File: config.mk
export PLATFORM = sky130hd
export DESIGN_NAME = discard_table_and_egress_tag_cfg
export DESIGN_NICKNAME = d
export VERILOG_FILES = /design/src/discard_cfg_pkg.sv /design/src/discard_table_and_egress_tag_cfg.sv /design/src/usage_to_index.sv
export SDC_FILE = /design/constraint.sdc
export NUM_CORES = 1
export LEC_CHECK = 0
export BUFFER_PORTS_ARGS = -buffer_cell sky130_fd_sc_hd__buf_2
export CAP_MARGIN = 20
export CORE_MARGIN = 5
export CORE_UTILIZATION = 55
export DETAILED_ROUTE_END_ITERATION = 7
export PLACE_DENSITY_LB_ADDON = 0.3
export RECOVER_POWER = 25
export SLEW_MARGIN = 20
export SYNTH_ARGS = -nofsm -noshare
export SYNTH_HDL_FRONTEND = slang
export SYNTH_SLANG_ARGS = --single-unit
export TNS_END_PERCENT = 1
File: constraint.sdc
create_clock -name clk -period 6.07 [get_ports clk]
set_input_delay 0.3035 -clock clk [delete_from_list [all_inputs] [get_ports clk]]
set_output_delay 0.3035 -clock clk [all_outputs]
set_load 0.01 [all_outputs]
File: src/discard_cfg_pkg.sv
/*
  Constants shared by the yellow-packet discard table and the port 2 egress tag rules.
  Assumes one 100 MHz switch clock and an active-low asynchronous fabric reset.
*/
// Summary of operation
// - Table entries are never initialised by reset
// - Write value holds 10-bit probability, 1/1024
// - Only yellow packets are subject to discard
// - Sixteen entries, indexed by buffer usage range
// - Read value shows entry from last read
// - Command write acts now; bit4 read, 3:0 index
// - Usage ranges: steps 8, 16, 32 up to 255
// - Type field: dumb, access, hybrid, CPU
// - Value source picks ingress or egress defaults
// - Tag modifier bits act only in hybrid
// - Insert tags untagged packets when untag clear
// - Regular-tag VID change needs retag and clear untag
// - Hybrid priority-tagged packets always get default VID
// - Priority change; regular tags need retag too
// - Retag gates regular tagged packets only
package discard_cfg_pkg;

  // ---------------------------------------------------------------
  // Register indices (word address is four times the index)
  // ---------------------------------------------------------------
  localparam logic [15:0] CMD_IDX = 16'h1c09;
  localparam logic [15:0] WVAL_IDX = 16'h1c0a;
  localparam logic [15:0] RVAL_IDX = 16'h1c0b;
  localparam logic [15:0] TAG_IDX = 16'h1c0c;

  // ---------------------------------------------------------------
  // Field positions
  // ---------------------------------------------------------------
  localparam int PROB_W = 10;
  localparam int DIR_BIT = 4;
  localparam int TYPE_LO = 16;
  localparam int RETAG_BIT = 18;
  localparam int CHPRI_BIT = 19;
  localparam int CHVID_BIT = 20;
  localparam int INSERT_BIT = 21;
  localparam int SRC_BIT = 22;
  localparam int TAG_MSB = 22;

  // Reset values
  localparam logic [9:0] PROB_RST = 10'h000;
  localparam logic [4:0] CMD_RST = 5'h00;
  localparam logic [6:0] TAG_RST = 7'h00;
  localparam logic [15:0] LFSR_SEED = 16'hace1;

  // Egress port types
  typedef enum logic [1:0] {
    TYPE_DUMB = 2'h0,
    TYPE_ACCESS = 2'h1,
    TYPE_HYBRID = 2'h2,
    TYPE_CPU = 2'h3
  } egress_type_t;

endpackage : discard_cfg_pkg

File: src/discard_table_and_egress_tag_cfg.sv
/*
  Register bank for the yellow-packet random discard table and port 2 egress tag rules,
  with the per-packet discard decision and the tag action decode.
  Assumes a plain same-clock register port and per-packet strobes from the buffer manager.
*/
`timescale 1ns/100ps
module discard_table_and_egress_tag_cfg
#(
  parameter int ENTRIES = 16
)
(
  // Clock and reset
  input wire logic clk,
  input wire logic rstn,
  // Register port
  input wire logic [15:0] regAddr,
  input wire logic [31:0] regWdata,
  input wire logic regWr,
  input wire logic regRd,
  output logic [31:0] regRdata,
  // Discard request
  input wire logic pktValid,
  input wire logic pktYellow,
  input wire logic [7:0] pktUsage,
  output logic dropValid,
  output logic dropPkt,
  // Tag request
  input wire logic tagValid,
  input wire logic pktTagged,
  input wire logic pktPrioTagged,
  input wire logic untagDefault,
  input wire logic untagIncoming,
  input wire logic [11:0] ingressVid,
  input wire logic [2:0] ingressPri,
  input wire logic [11:0] egressVid,
  input wire logic [2:0] egressPri,
  output logic actValid,
  output logic actInsert,
  output logic actStrip,
  output logic actSetVid,
  output logic actSetPri,
  output logic [11:0] actVid,
  output logic [2:0] actPri,
  output logic [1:0] egressType
);
  import discard_cfg_pkg::*;

  // ---------------------------------------------------------------
  // State
  // ---------------------------------------------------------------
  typedef struct packed {
    logic [9:0] wval;
    logic [9:0] rval;
    logic [4:0] cmd;
    logic [6:0] tag;
    logic [15:0] lfsr;
    logic [31:0] rdata;
    logic dropValid;
    logic dropPkt;
    logic actValid;
    logic actInsert;
    logic actStrip;
    logic actSetVid;
    logic actSetPri;
    logic [11:0] actVid;
    logic [2:0] actPri;
  } state_t;

  state_t s_q;
  state_t s_d;

  // Table has no reset: contents stay undefined until written
  // no table init
  logic [9:0] table_q [ENTRIES];
  logic tblWr;
  logic [3:0] tblIdx;
  logic [3:0] usageIdx;

  usage_to_index u_map
  (
    .usage(pktUsage),
    .index(usageIdx)
  );

  // Tag field view of the packed config
  function automatic logic fieldBit(input logic [6:0] t, input int pos);
    fieldBit = t[pos - TYPE_LO];
  endfunction : fieldBit

  function automatic logic [15:0] lfsrStep(input logic [15:0] v);
    lfsrStep = {v[14:0], v[15] ^ v[13] ^ v[12] ^ v[10]};
  endfunction : lfsrStep

  logic hybrid;
  logic cmdWr;
  assign cmdWr = regWr && (regAddr == CMD_IDX);
  assign tblIdx = regWdata[3:0];
  assign tblWr = cmdWr && !regWdata[DIR_BIT];
  assign hybrid = (s_q.tag[1:0] == TYPE_HYBRID);

  // ---------------------------------------------------------------
  // Next-state logic
  // ---------------------------------------------------------------
  always_comb
  begin
    logic retag;
    logic chVid;
    logic chPri;
    logic ins;
    logic src;
    retag = 1'b0;
    chVid = 1'b0;
    chPri = 1'b0;
    ins = 1'b0;
    src = 1'b0;
    s_d = s_q;
    s_d.lfsr = lfsrStep(s_q.lfsr);

    // Register writes
    if (regWr)
    begin
      case (regAddr)
        CMD_IDX:
        begin
          s_d.cmd = regWdata[4:0];
          if (regWdata[DIR_BIT])
            s_d.rval = table_q[regWdata[3:0]];
        end
        WVAL_IDX: s_d.wval = regWdata[PROB_W-1:0];
        TAG_IDX: s_d.tag = regWdata[TAG_MSB:TYPE_LO];
        default: s_d.wval = s_q.wval;
      endcase
    end

    // Read data in the following cycle; reserved bits read zero
    // reserved zero
    s_d.rdata = 32'h0000_0000;
    if (regRd)
    begin
      case (regAddr)
        CMD_IDX: s_d.rdata = {27'h000_0000, s_q.cmd};
        WVAL_IDX: s_d.rdata = {22'h00_0000, s_q.wval};
        RVAL_IDX: s_d.rdata = {22'h00_0000, s_q.rval};
        TAG_IDX: s_d.rdata = {9'h000, s_q.tag, 16'h0000};
        default: s_d.rdata = 32'h0000_0000;
      endcase
    end

    // Discard decision, a fresh random draw each packet
    // yellow only
    s_d.dropValid = pktValid;
    s_d.dropPkt = pktValid && pktYellow && (s_q.lfsr[9:0] < table_q[usageIdx]);

    // Tag action decode
    if (hybrid)
    begin
      retag = fieldBit(s_q.tag, RETAG_BIT);
      chVid = fieldBit(s_q.tag, CHVID_BIT);
      chPri = fieldBit(s_q.tag, CHPRI_BIT);
      ins = fieldBit(s_q.tag, INSERT_BIT);
      src = fieldBit(s_q.tag, SRC_BIT);
    end
    s_d.actValid = tagValid;
    s_d.actInsert = 1'b0;
    s_d.actStrip = 1'b0;
    s_d.actSetVid = 1'b0;
    s_d.actSetPri = 1'b0;
    s_d.actVid = src ? egressVid : ingressVid;
    s_d.actPri = src ? egressPri : ingressPri;
    case (egress_type_t'(s_q.tag[1:0]))
      TYPE_ACCESS: s_d.actStrip = tagValid && pktTagged;
      TYPE_HYBRID:
      begin
        if (!pktTagged && !pktPrioTagged)
          s_d.actInsert = tagValid && ins && !untagDefault;
        else if (pktPrioTagged)
        begin
          s_d.actSetVid = tagValid;
          s_d.actSetPri = tagValid && chPri;
        end
        else if ((chVid || chPri) && retag)
        begin
          s_d.actStrip = tagValid && untagIncoming;
          s_d.actSetVid = tagValid && !untagIncoming && chVid;
          s_d.actSetPri = tagValid && !untagIncoming && chPri;
        end
      end
      default: s_d.actStrip = 1'b0;
    endcase
  end

  // ---------------------------------------------------------------
  // Registers
  // ---------------------------------------------------------------
  always_ff @(posedge clk or negedge rstn)
  begin
    if (!rstn)
    begin
      s_q <= '0;
      s_q.lfsr <= LFSR_SEED;
      s_q.wval <= PROB_RST;
      s_q.rval <= PROB_RST;
      s_q.cmd <= CMD_RST;
      s_q.tag <= TAG_RST;
    end
    else
      s_q <= s_d;
  end

  // Table write from the staged value
  // sixteen entries
  always_ff @(posedge clk)
  begin
    if (tblWr)
      table_q[tblIdx] <= s_q.wval;
  end

  assign regRdata = s_q.rdata;
  assign dropValid = s_q.dropValid;
  assign dropPkt = s_q.dropPkt;
  assign actValid = s_q.actValid;
  assign actInsert = s_q.actInsert;
  assign actStrip = s_q.actStrip;
  assign actSetVid = s_q.actSetVid;
  assign actSetPri = s_q.actSetPri;
  assign actVid = s_q.actVid;
  assign actPri = s_q.actPri;
  assign egressType = s_q.tag[1:0];
endmodule : discard_table_and_egress_tag_cfg

File: src/usage_to_index.sv
/*
  Maps an ingress port's used-buffer count onto one of sixteen table indices.
  Assumes the count is synchronous to the switch clock.
*/
`timescale 1ns/100ps
module usage_to_index
(
  // Buffer usage in, entry index out
  input wire logic [7:0] usage,
  output logic [3:0] index
);
  // Fine steps at low usage, coarser steps as the buffer fills
  // usage range map
  always_comb
  begin
    if (usage < 8'd64)
      index = {1'b0, usage[5:3]};
    else if (usage < 8'd128)
      index = {2'b10, usage[5:4]};
    else
      index = {2'b11, usage[6:5]};
  end
endmodule : usage_to_index
**Yosys cells after proc, flatten, opt, wreduce, memory -nomap -nowiden**

Memories as Yosys holds them, arrays and structs flattened. A register that Yosys moved wholly into a read port is not among the register bits.
Cells that the tools add are included.

- Input bits: 97
- Output and inout port bits: 56
- Flip-flop bits (word level): 92
- RAM bits: 160
- Word-level logic and storage cells: 73
- Memories kept: 1

- Multiplexer cells: 21
- Magnitude comparators: 3
- Bitwise operators: 3
- Equality and inequality tests: 6
- Reduce and logical (&&, ||, !) cells: 25

Memory list:

| memory | words | width | rd ports | clocked after Yosys merged registers in | write ports | line | RTL |
|---|---|---|---|---|---|---|---|
| table_q | 16 | 10 | 2 | 1 | 1 | discard_table_and_egress_tag_cfg.sv:74 | `logic [9:0] table_q [ENTRIES];` |

Operator list:

| operator | count |
|---|---|
| $pmux W23 S4 | 1 |
| $eq A16 B13 Y1 const B | 4 |
| $mux W23 | 1 |
| $logic_and A1 B1 Y1 | 14 |
| $mux W12 | 1 |
| $mux W3 | 4 |
| $lt A10 B10 Y1 | 1 |
| $mux W1 | 10 |
| $lt A8 B7 Y1 const B | 1 |
| $lt A8 B8 Y1 const B | 1 |
| $logic_not A1 Y1 | 6 |
| $reduce_and A2 Y1 | 3 |
| $mux W2 | 2 |
| $mux W4 | 1 |
| $reduce_and A3 Y1 | 1 |
| $xor A1 B1 Y1 | 3 |
| $eq A2 B1 Y1 const B | 1 |
| $eq A2 B2 Y1 const B | 1 |
| $pmux W1 S2 | 1 |
| $logic_or A1 B1 Y1 | 1 |

**Depth between registers and ports, before layout**

Gate-level depths: netlist of the first run.

- Word-level depth: 8
- Depth in mapped cells: 14
- Mapped depth without buffers: 11

**Hierarchy**

Synthesis of the first run repeated with hierarchy kept, for this count alone.

- Cell total of the unflattened synthesis: 646
- Area total of the unflattened synthesis: 11364.6 um^2

By module, submodules not included:

| module | times used | cells an instance | area an instance (um^2) |
|---|---|---|---|
| discard_table_and_egress_tag_cfg | 1 | 637 | 11310.8 |
| usage_to_index | 1 | 9 | 53.8 |

**Worst setup path after synthesis of the first run**

Ideal clock, no wire load.

- Kind: in2reg
- From: input pktUsage[6]
- To: register s_q, in the netlist dropPkt
- Slack: 3.283 ns
- Buffers on the path: 2
- Arrival: 2.650 ns
- Cell stages on the path: 12
- Library setup time: 0.137 ns
- Cells stage by stage: buf_2 -> buf_1 -> nor3_1 -> o221ai_1 -> o22ai_1 -> a211oi_1 -> ha_1 -> nand2_1 -> nor4_1 -> nand3_1 -> o221ai_1 -> a21oi_1

RTL lines:

| element | line | RTL |
|---|---|---|
| from (decl) | discard_table_and_egress_tag_cfg.sv:24 | `input wire logic [7:0] pktUsage,` |
| to (decl) | discard_table_and_egress_tag_cfg.sv:69 | `state_t s_q;` |

==> run_results.csv, run 1 <==
group,metric,value,unit
outcome,run_status,"finished, final reports clean",
global_route,overflow,0,
place,port_buffers,119,
place,placed_area,0.01202,mm²
sta,min_period,3610,ps
logic_synthesis,synth_area,0.01146,mm²
final_layout,layout.area.seq,0.006992,mm²
final_layout,antenna_cells,0,
sta,rsz0062_at_grt,"no",
worst_hold_path,min_to,"actVid[5]",
sta,min_period_over_period,59.48,%
place,dpl.hpwl,18.81,mm
worst_setup_path,reg2reg_depth,10,
worst_setup_path,cp_top_family,"compound AO/OA/AOI/OAI gates",
power,irDropWorstVdd,163.8,µV
final_layout,post-route-util,64.51,%
logic_synthesis,ys_ff_latch,247,
clock_tree,clkSinkCount,247,
sta,slew_viol_final,0,
logic_synthesis,yosysSeqAreaShare,60.99,%
worst_setup_path,critPathBufInv,3,
clock_tree,cts_root_buf,"clkbuf_16",
clock_tree,cts_tree,"yes",
worst_hold_path,hold_depth,2,
route,wire_per_inst,26.41,µm
final_layout,multi_input_area,0.003996,mm²
floorplanning,die_h,154.4,µm
route,num_vias,7465,
worst_setup_path,r2r-start,"table_q[14][3]",
logic_synthesis,yosysWarnings,0,
floorplanning,start_util,56.29,%
sta,finalSetupTns,0,ps
run,maxCapViolCount,0,
worst_setup_path,cpMostUsedCell,"a21oi_1",
global_route,track_usage,24.69,%
floorplanning,rows,52,
route,wl,30.11,mm
floorplanning,core_area,0.02036,mm²
global_route,antenna_found_initial,0,
floorplanning,io_pins,153,
worst_setup_path,rr_endpoint,"dropPkt",
route,drcViolationCount,0,
worst_setup_path,cp_slowest_cell,"nand2_2",
worst_setup_path,ff2ff_setup_slack,3310,ps
clock_tree,htree_levels,1,
worst_setup_path,critical-path-max-stage-delay,680,ps
sta,setup_violations,0,
worst_setup_path,startpoint_type,"input port",
logic_synthesis,synth_area_per_cell,15.28,µm²
worst_setup_path,crit_type,"in2reg",
final_layout,syn2layout_area_growth,14.60,%
logic_synthesis,synth_edf_count,160,
worst_setup_path,cp.arrival,4050,ps
route,ant_nets,0,
place,routabilityCongestion,0.8691,
worst_setup_path,crit_chain,"buf_2, buf_4, o21ai_1, buf_4, nand2_2, mux2i_1, a211oi_1, a211oi_1, ha_1, a21oi_1, o211ai_1, a21oi_1, o221ai_1, a21oi_1",
floorplanning,die_width,154.4,µm
clock_tree,clk_pin_slew,60,ps
global_route,grt_pass1_vias,7707,
route,dr.pass1.iters,6,
route,drt-initial-drc-count,858,
sta,finalHoldViolCount,0,
worst_setup_path,critPathMaxFanout,36,
route,vias_per_cell,6.548,
final_layout,final_area,0.01314,mm²
final_layout,layout.nets,958,
clock_tree,cts_max_path_buffers,3,
floorplanning,dieArea,0.02383,mm²
global_route,grt_max_degree,79,
clock_tree,cts_repair_resize_count,0,
power,powerDensity,277.2,mW/mm²
worst_hold_path,min-delay-start,"ingressVid[5]",
sta,fmax,0.2770,GHz
final_layout,drive_gt1_share,30.34,%
logic_synthesis,yosys_most_used_dff,"edfxtp_1",
final_layout,final_common_cell,"edfxtp_1",
logic_synthesis,synthArstFlopShare,35.22,%
sta,finalClockSkew,8.708,ps
logic_synthesis,synth.distinct_cells,57,
clock_tree,cts_inserted_buffers,26,
sta,slew_headroom,13.16,%
worst_setup_path,cp.required,6510,ps
clock_tree,clkLatencyLatePin,520,ps
logic_synthesis,synth_cells,750,
worst_hold_path,hold_class,"in2reg",
final_layout,fill_cells,1342,
power,power_leakage,5.692,nW
sta,worst_pin_slew,1303,ps
worst_setup_path,crit_path_end_kind,"register",
global_route,grt_pass1_wl,44.95,mm
final_layout,mostFrequentLayoutCells,"edfxtp_1, buf_2, dfrtp_1",
## power breakdown
group / switching, mW / internal, mW / total [mW]
Sequential: 0.00152 / 1.78 / 1.78
Clock: 0.635 / 1.02 / 1.65
Combinational: 0.130 / 0.0753 / 0.205
## worst register-to-register path, delay by kind of cell (launching register included)
family	cells	cell delay [ps]
adders and majority gates	1	380
AOI/OAI and AO/OA	8	1630
muxes	1	290
DFF	1	370
## flip-flops by register name (all words and copies together) (netlist names), 2 cells and up
name	count
s_q	31
egressType	2
actVid	12
table_q	160
regRdata	17
s_d	15
actPri	3
## metal layers
layer	part of all wire, %	global-route usage [%]
met1	36	31.95
met2	49	40.58
met3	10	5.337
met4	4.8	10.81
met5	0	0
## how the worst max path moves through the flow
stage	startpoint	end	slack, ps	depth (start not counted)
2_1_floorplan	pktUsage[6]	dropPkt	3280	12
3_3_place_gp	pktUsage[6]	dropPkt	2220	14
3_5_place_dp	pktUsage[6]	dropPkt	2040	14
4_1_cts	pktUsage[6]	dropPkt	2540	14
5_1_grt	pktUsage[6]	dropPkt	2240	14
6_report	pktUsage[6]	dropPkt	2460	14
## cells by family after synthesis
| family | count (synthesis) | synth area share (%) |
|---|---|---|
| buffers and inverters | 97 | 5.392 |
| XOR/XNOR | 4 | 0.3057 |
| flip-flops | 247 | 60.99 |
| multiplexers | 128 | 18.54 |
| adder cells (fa/ha/maj) | 11 | 1.201 |
| other | 1 | 0.03271 |
| AO/OA/AOI/OAI | 115 | 6.964 |
| AND/OR/NAND/NOR | 147 | 6.571 |
## through the flow
stage	std cells	power (mW)	setup WS, ps	hold slack (ps)
2_1_floorplan	764	1.940	3283	7.909
4_1_cts	1134	3.652	2537	0.3168
3_5_place_dp	1073	2.008	2045	134.2
6_report	1140	3.642	2460	14.01
3_3_place_gp	1073	2.002	2219	128.5
5_1_grt	1140	3.747	2238	0.2113
## synthesized netlist by cell type, types with 18 or more instances
cell,count,area share [%]
mux4_2,19,3.7
nor2_1,35,1.1
dfrtp_1,79,17
buf_4,51,3.3
nand2_1,35,1.1
a211oi_1,37,2.4
mux2i_1,20,1.7
and3_1,19,1.0
clkbuf_1,24,0.79
mux4_1,33,7.6
edfxtp_1,160,42
mux2_2,56,5.5
o22ai_1,18,0.98
## cell type report
type | count | area share (%)
sequential | 247 | 53.22
multi-input combinational | 420 | 30.42
timing repair buffer | 149 | 6.705
clock buffer | 38 | 5.943
tap | 270 | 2.571
clock inverter | 10 | 0.9714
inverter | 6 | 0.1714
## what timing repair did
action	CTS	global route
setup buffers	0	0
hold buffers	13	3
hold endpoints to repair	18	3
Power figures use the tool's default switching activity.
==> run 2, diff against run 1 <==
- ABC_AREA: default -> 1
- CORE_UTILIZATION: 55 -> 52
- clock period: 6.07 -> 3.3 ns (I/O delays scaled with it)
==> run 2 against run 1 <==
  * The run now ends with max-capacitance violations, max-slew violations left
  * Final area grew 4.7%
  * Global-route usage shrank 1.4 points
  * Total power up 83%
  * Area after synthesis is 2.1% higher
  * Sequential share of layout area fell by 2.4 points
  * Count of clock-buffer cells in the layout is 6 lower
  * Non-clock buffer count increased by 65
  * First-iteration DRC count increased by 11%
  * Critical path depth decreased by 9
  * Clock power grew 70%
  * Flip-flop and latch count unchanged
  * Sequential power up 84%
  * Critical path type is now reg2reg
  * Largest power group unchanged
  * Highest routed layer unchanged
==> run_results.csv, run 2 <==
group,metric,value,unit
clock_tree,cts_tree,"yes",
worst_setup_path,critPathMaxFanout,15,
global_route,grt_max_degree,74,
sta,finalClockSkew,22.17,ps
floorplanning,core_area,0.02203,mm²
floorplanning,io_pins,153,
logic_synthesis,synth_area,0.01170,mm²
sta,rsz0062_at_grt,"no",
logic_synthesis,ys_ff_latch,247,
outcome,run_status,"finished, violations left",
sta,hold_ws,16.08,ps
logic_synthesis,synth_area_per_cell,10.69,µm²
route,dr.pass1.iters,5,
logic_synthesis,yosys_most_used_dff,"edfxtp_1",
worst_setup_path,rr_endpoint,"actPri[2]",
sta,slew_viol_final,36,
worst_setup_path,crit_chain,"inv_1, ha_1, nand2_1, mux2_2, dlygate4sd3_1",
sta,fmax,0.4277,GHz
worst_setup_path,reg2reg_depth,5,
route,drcViolationCount,0,
floorplanning,dieArea,0.02561,mm²
route,wl,30.24,mm
floorplanning,start_util,53.14,%
route,drt-initial-drc-count,955,
sta,slew_headroom,-15.75,%
worst_setup_path,cp_slowest_cell,"dlygate4sd3_1",
sta,finalSetupTns,0,ps
global_route,grt_pass1_vias,9054,
sta,worst_pin_slew,1736,ps
sta,min_period_over_period,70.84,%
logic_synthesis,synthArstFlopShare,35.22,%
clock_tree,cts_inserted_buffers,25,
final_layout,antenna_cells,0,
clock_tree,cts_root_buf,"clkbuf_16",
logic_synthesis,yosysMostFrequentCell,"edfxtp_1",
place,port_buffers,119,
sta,setup_violations,0,
global_route,overflow,0,
final_layout,largest_register_ff_count,160,
floorplanning,die_h,160.0,µm
logic_synthesis,yosys.area.top_type,"edfxtp_1",
final_layout,regMostFlops,"table_q",
floorplanning,rows,54,
worst_setup_path,ff2ff_setup_slack,960,ps
final_layout,layout.nets,1351,
clock_tree,htree_levels,1,
final_layout,layout.area.seq,0.006992,mm²
logic_synthesis,synth.distinct_cells,41,
worst_setup_path,crit_path_end_kind,"register",
worst_hold_path,min-delay-start,"pktYellow",
logic_synthesis,yosysWarnings,0,
final_layout,fill_cells,1708,
power,powerDensity,484.6,mW/mm²
worst_hold_path,hold_class,"in2reg",
route,num_vias,9001,
outcome,violations,"max-capacitance violations, max-slew violations",
logic_synthesis,synth.area.top_cells,"edfxtp_1, dfrtp_1, nand3_1",
final_layout,syn2layout_area_growth,17.56,%
worst_setup_path,startpoint_type,"register",
place,dpl.hpwl,19.11,mm
power,irDropWorstVdd,444.3,µV
logic_synthesis,yosysSeqAreaShare,59.73,%
global_route,antenna_found_initial,0,
sta,finalHoldViolCount,0,
route,wire_per_inst,19.61,µm
floorplanning,die_width,160.0,µm
worst_setup_path,cp.required,3690,ps
route,ant_nets,0,
clock_tree,cts_max_path_buffers,3,
clock_tree,clkSinkCount,247,
run,maxCapViolCount,1,
global_route,grt_pass1_wl,47.80,mm
global_route,track_usage,23.29,%
place,routabilityCongestion,0.8466,
worst_setup_path,r2r-start,"egressType[0]",
logic_synthesis,synth_cells,1095,
clock_tree,clk_pin_slew,60,ps
route,vias_per_cell,5.837,
power,power_leakage,5.763,nW
worst_setup_path,crit_type,"reg2reg",
sta,min_period,2338,ps
logic_synthesis,synth_top_area_share,41.05,%
final_layout,drive_gt1_share,18.78,%
worst_setup_path,critical-path-max-stage-delay,560,ps
logic_synthesis,synthTopCellsByCount,"edfxtp_1, nand3_1, nand2_1",
clock_tree,clkLatencyLatePin,530,ps
logic_synthesis,synth_edf_count,160,
worst_hold_path,min_to,"dropPkt",
final_layout,multi_input_area,0.003659,mm²
worst_hold_path,hold_depth,5,
worst_setup_path,cp.arrival,2730,ps
final_layout,mostFrequentLayoutCells,"edfxtp_1, nand3_1, buf_2",
final_layout,final_common_cell,"edfxtp_1",
-- run 2: cell types whose count changed in the layout (fill, tap and decap cells not counted), sizes merged, moves of 34 or more --
cell         change
a22oi           +35
nand2           +78
o211ai          +68
inv            +107
mux2            -34
dlygate4sd3     +37
a21oi           +50
nand3          +117
o21ai           +38
a211oi          -37
mux4            -52
-- run 2: routing by layer --
| layer | part of all wire, % | GRT usage, % | vias up |
|---|---|---|---|
| met3 | 9.5 | 4.562 | 91 |
| met5 | 0 | 0 | - |
| met2 | 48 | 39.13 | 443 |
| li1 | - | - | 4151 |
| met4 | 3.8 | 9.112 | 0 |
| met1 | 38 | 29.97 | 4316 |
-- run 2: logic make-up after synthesis --
kind of cell,Yosys count,synth area share [%]
simple gates,337,13.31
flops,247,59.73
buf+inv,223,9.567
compound gates,247,13.50
other cells,1,0.03204
fa+ha+maj,11,1.176
xor+xnor,3,0.2245
mux,26,2.459
-- run 2: layout make-up --
| cell class | instances | share of cell area, % |
|---|---|---|
| Sequential cell | 247 | 50.81 |
| Multi-Input combinational cell | 639 | 26.59 |
| Timing Repair Buffer | 214 | 10.99 |
| Clock buffer | 32 | 4.810 |
| Inverter | 116 | 3.164 |
| Tap cell | 280 | 2.546 |
| Clock inverter | 14 | 1.091 |
-- run 2: timing repair --
item | in CTS | in global routing
hold endpoints to repair | 71 | 0
gates resized for setup | 0 | 0
setup buffers | 0 | 0
hold buffers | 53 | 0
-- run 2: worst max-delay path by stage --
stage | start | to | slack (ps) | depth (start not counted)
global route | egressType[0] | actVid[5] | 890 | 5
finish | egressType[0] | actPri[2] | 960 | 5
floorplan | regAddr[9] | table_q[15][0] | 850 | 8
global placement | pktUsage[7] | dropPkt | 690 | 15
detailed placement | pktUsage[7] | dropPkt | 660 | 15
CTS | egressType[0] | actVid[0] | 980 | 5
-- run 2: stage by stage --
step,std cells,power [mW],util (%),cell area (µm²),setup WS (ps)
6_report,1542,6.668,62.47,13760,962.1
3_3_place_gp,1443,3.848,56.42,12430,685.0
4_1_cts,1542,6.689,62.51,13770,978.7
3_5_place_dp,1443,3.859,56.42,12430,658.7
2_1_floorplan,1109,3.688,-,11760,854.5
5_1_grt,1542,6.907,62.47,13760,885.1
-- run 2: power by group --
group          switching (mW)  internal, mW
clock                    1.16          1.65
combinational           0.366         0.209
sequential            0.00305          3.28
total                    1.53          5.14
-- run 2: worst max-delay path: cells and delay by family, from the launching register on --
family                     cells  cell delay (ps)
buffers and inverters          2              640
and+or+nand+nor                1              550
DFF                            1              360
adders and majority gates      1              250
muxes                          1              420
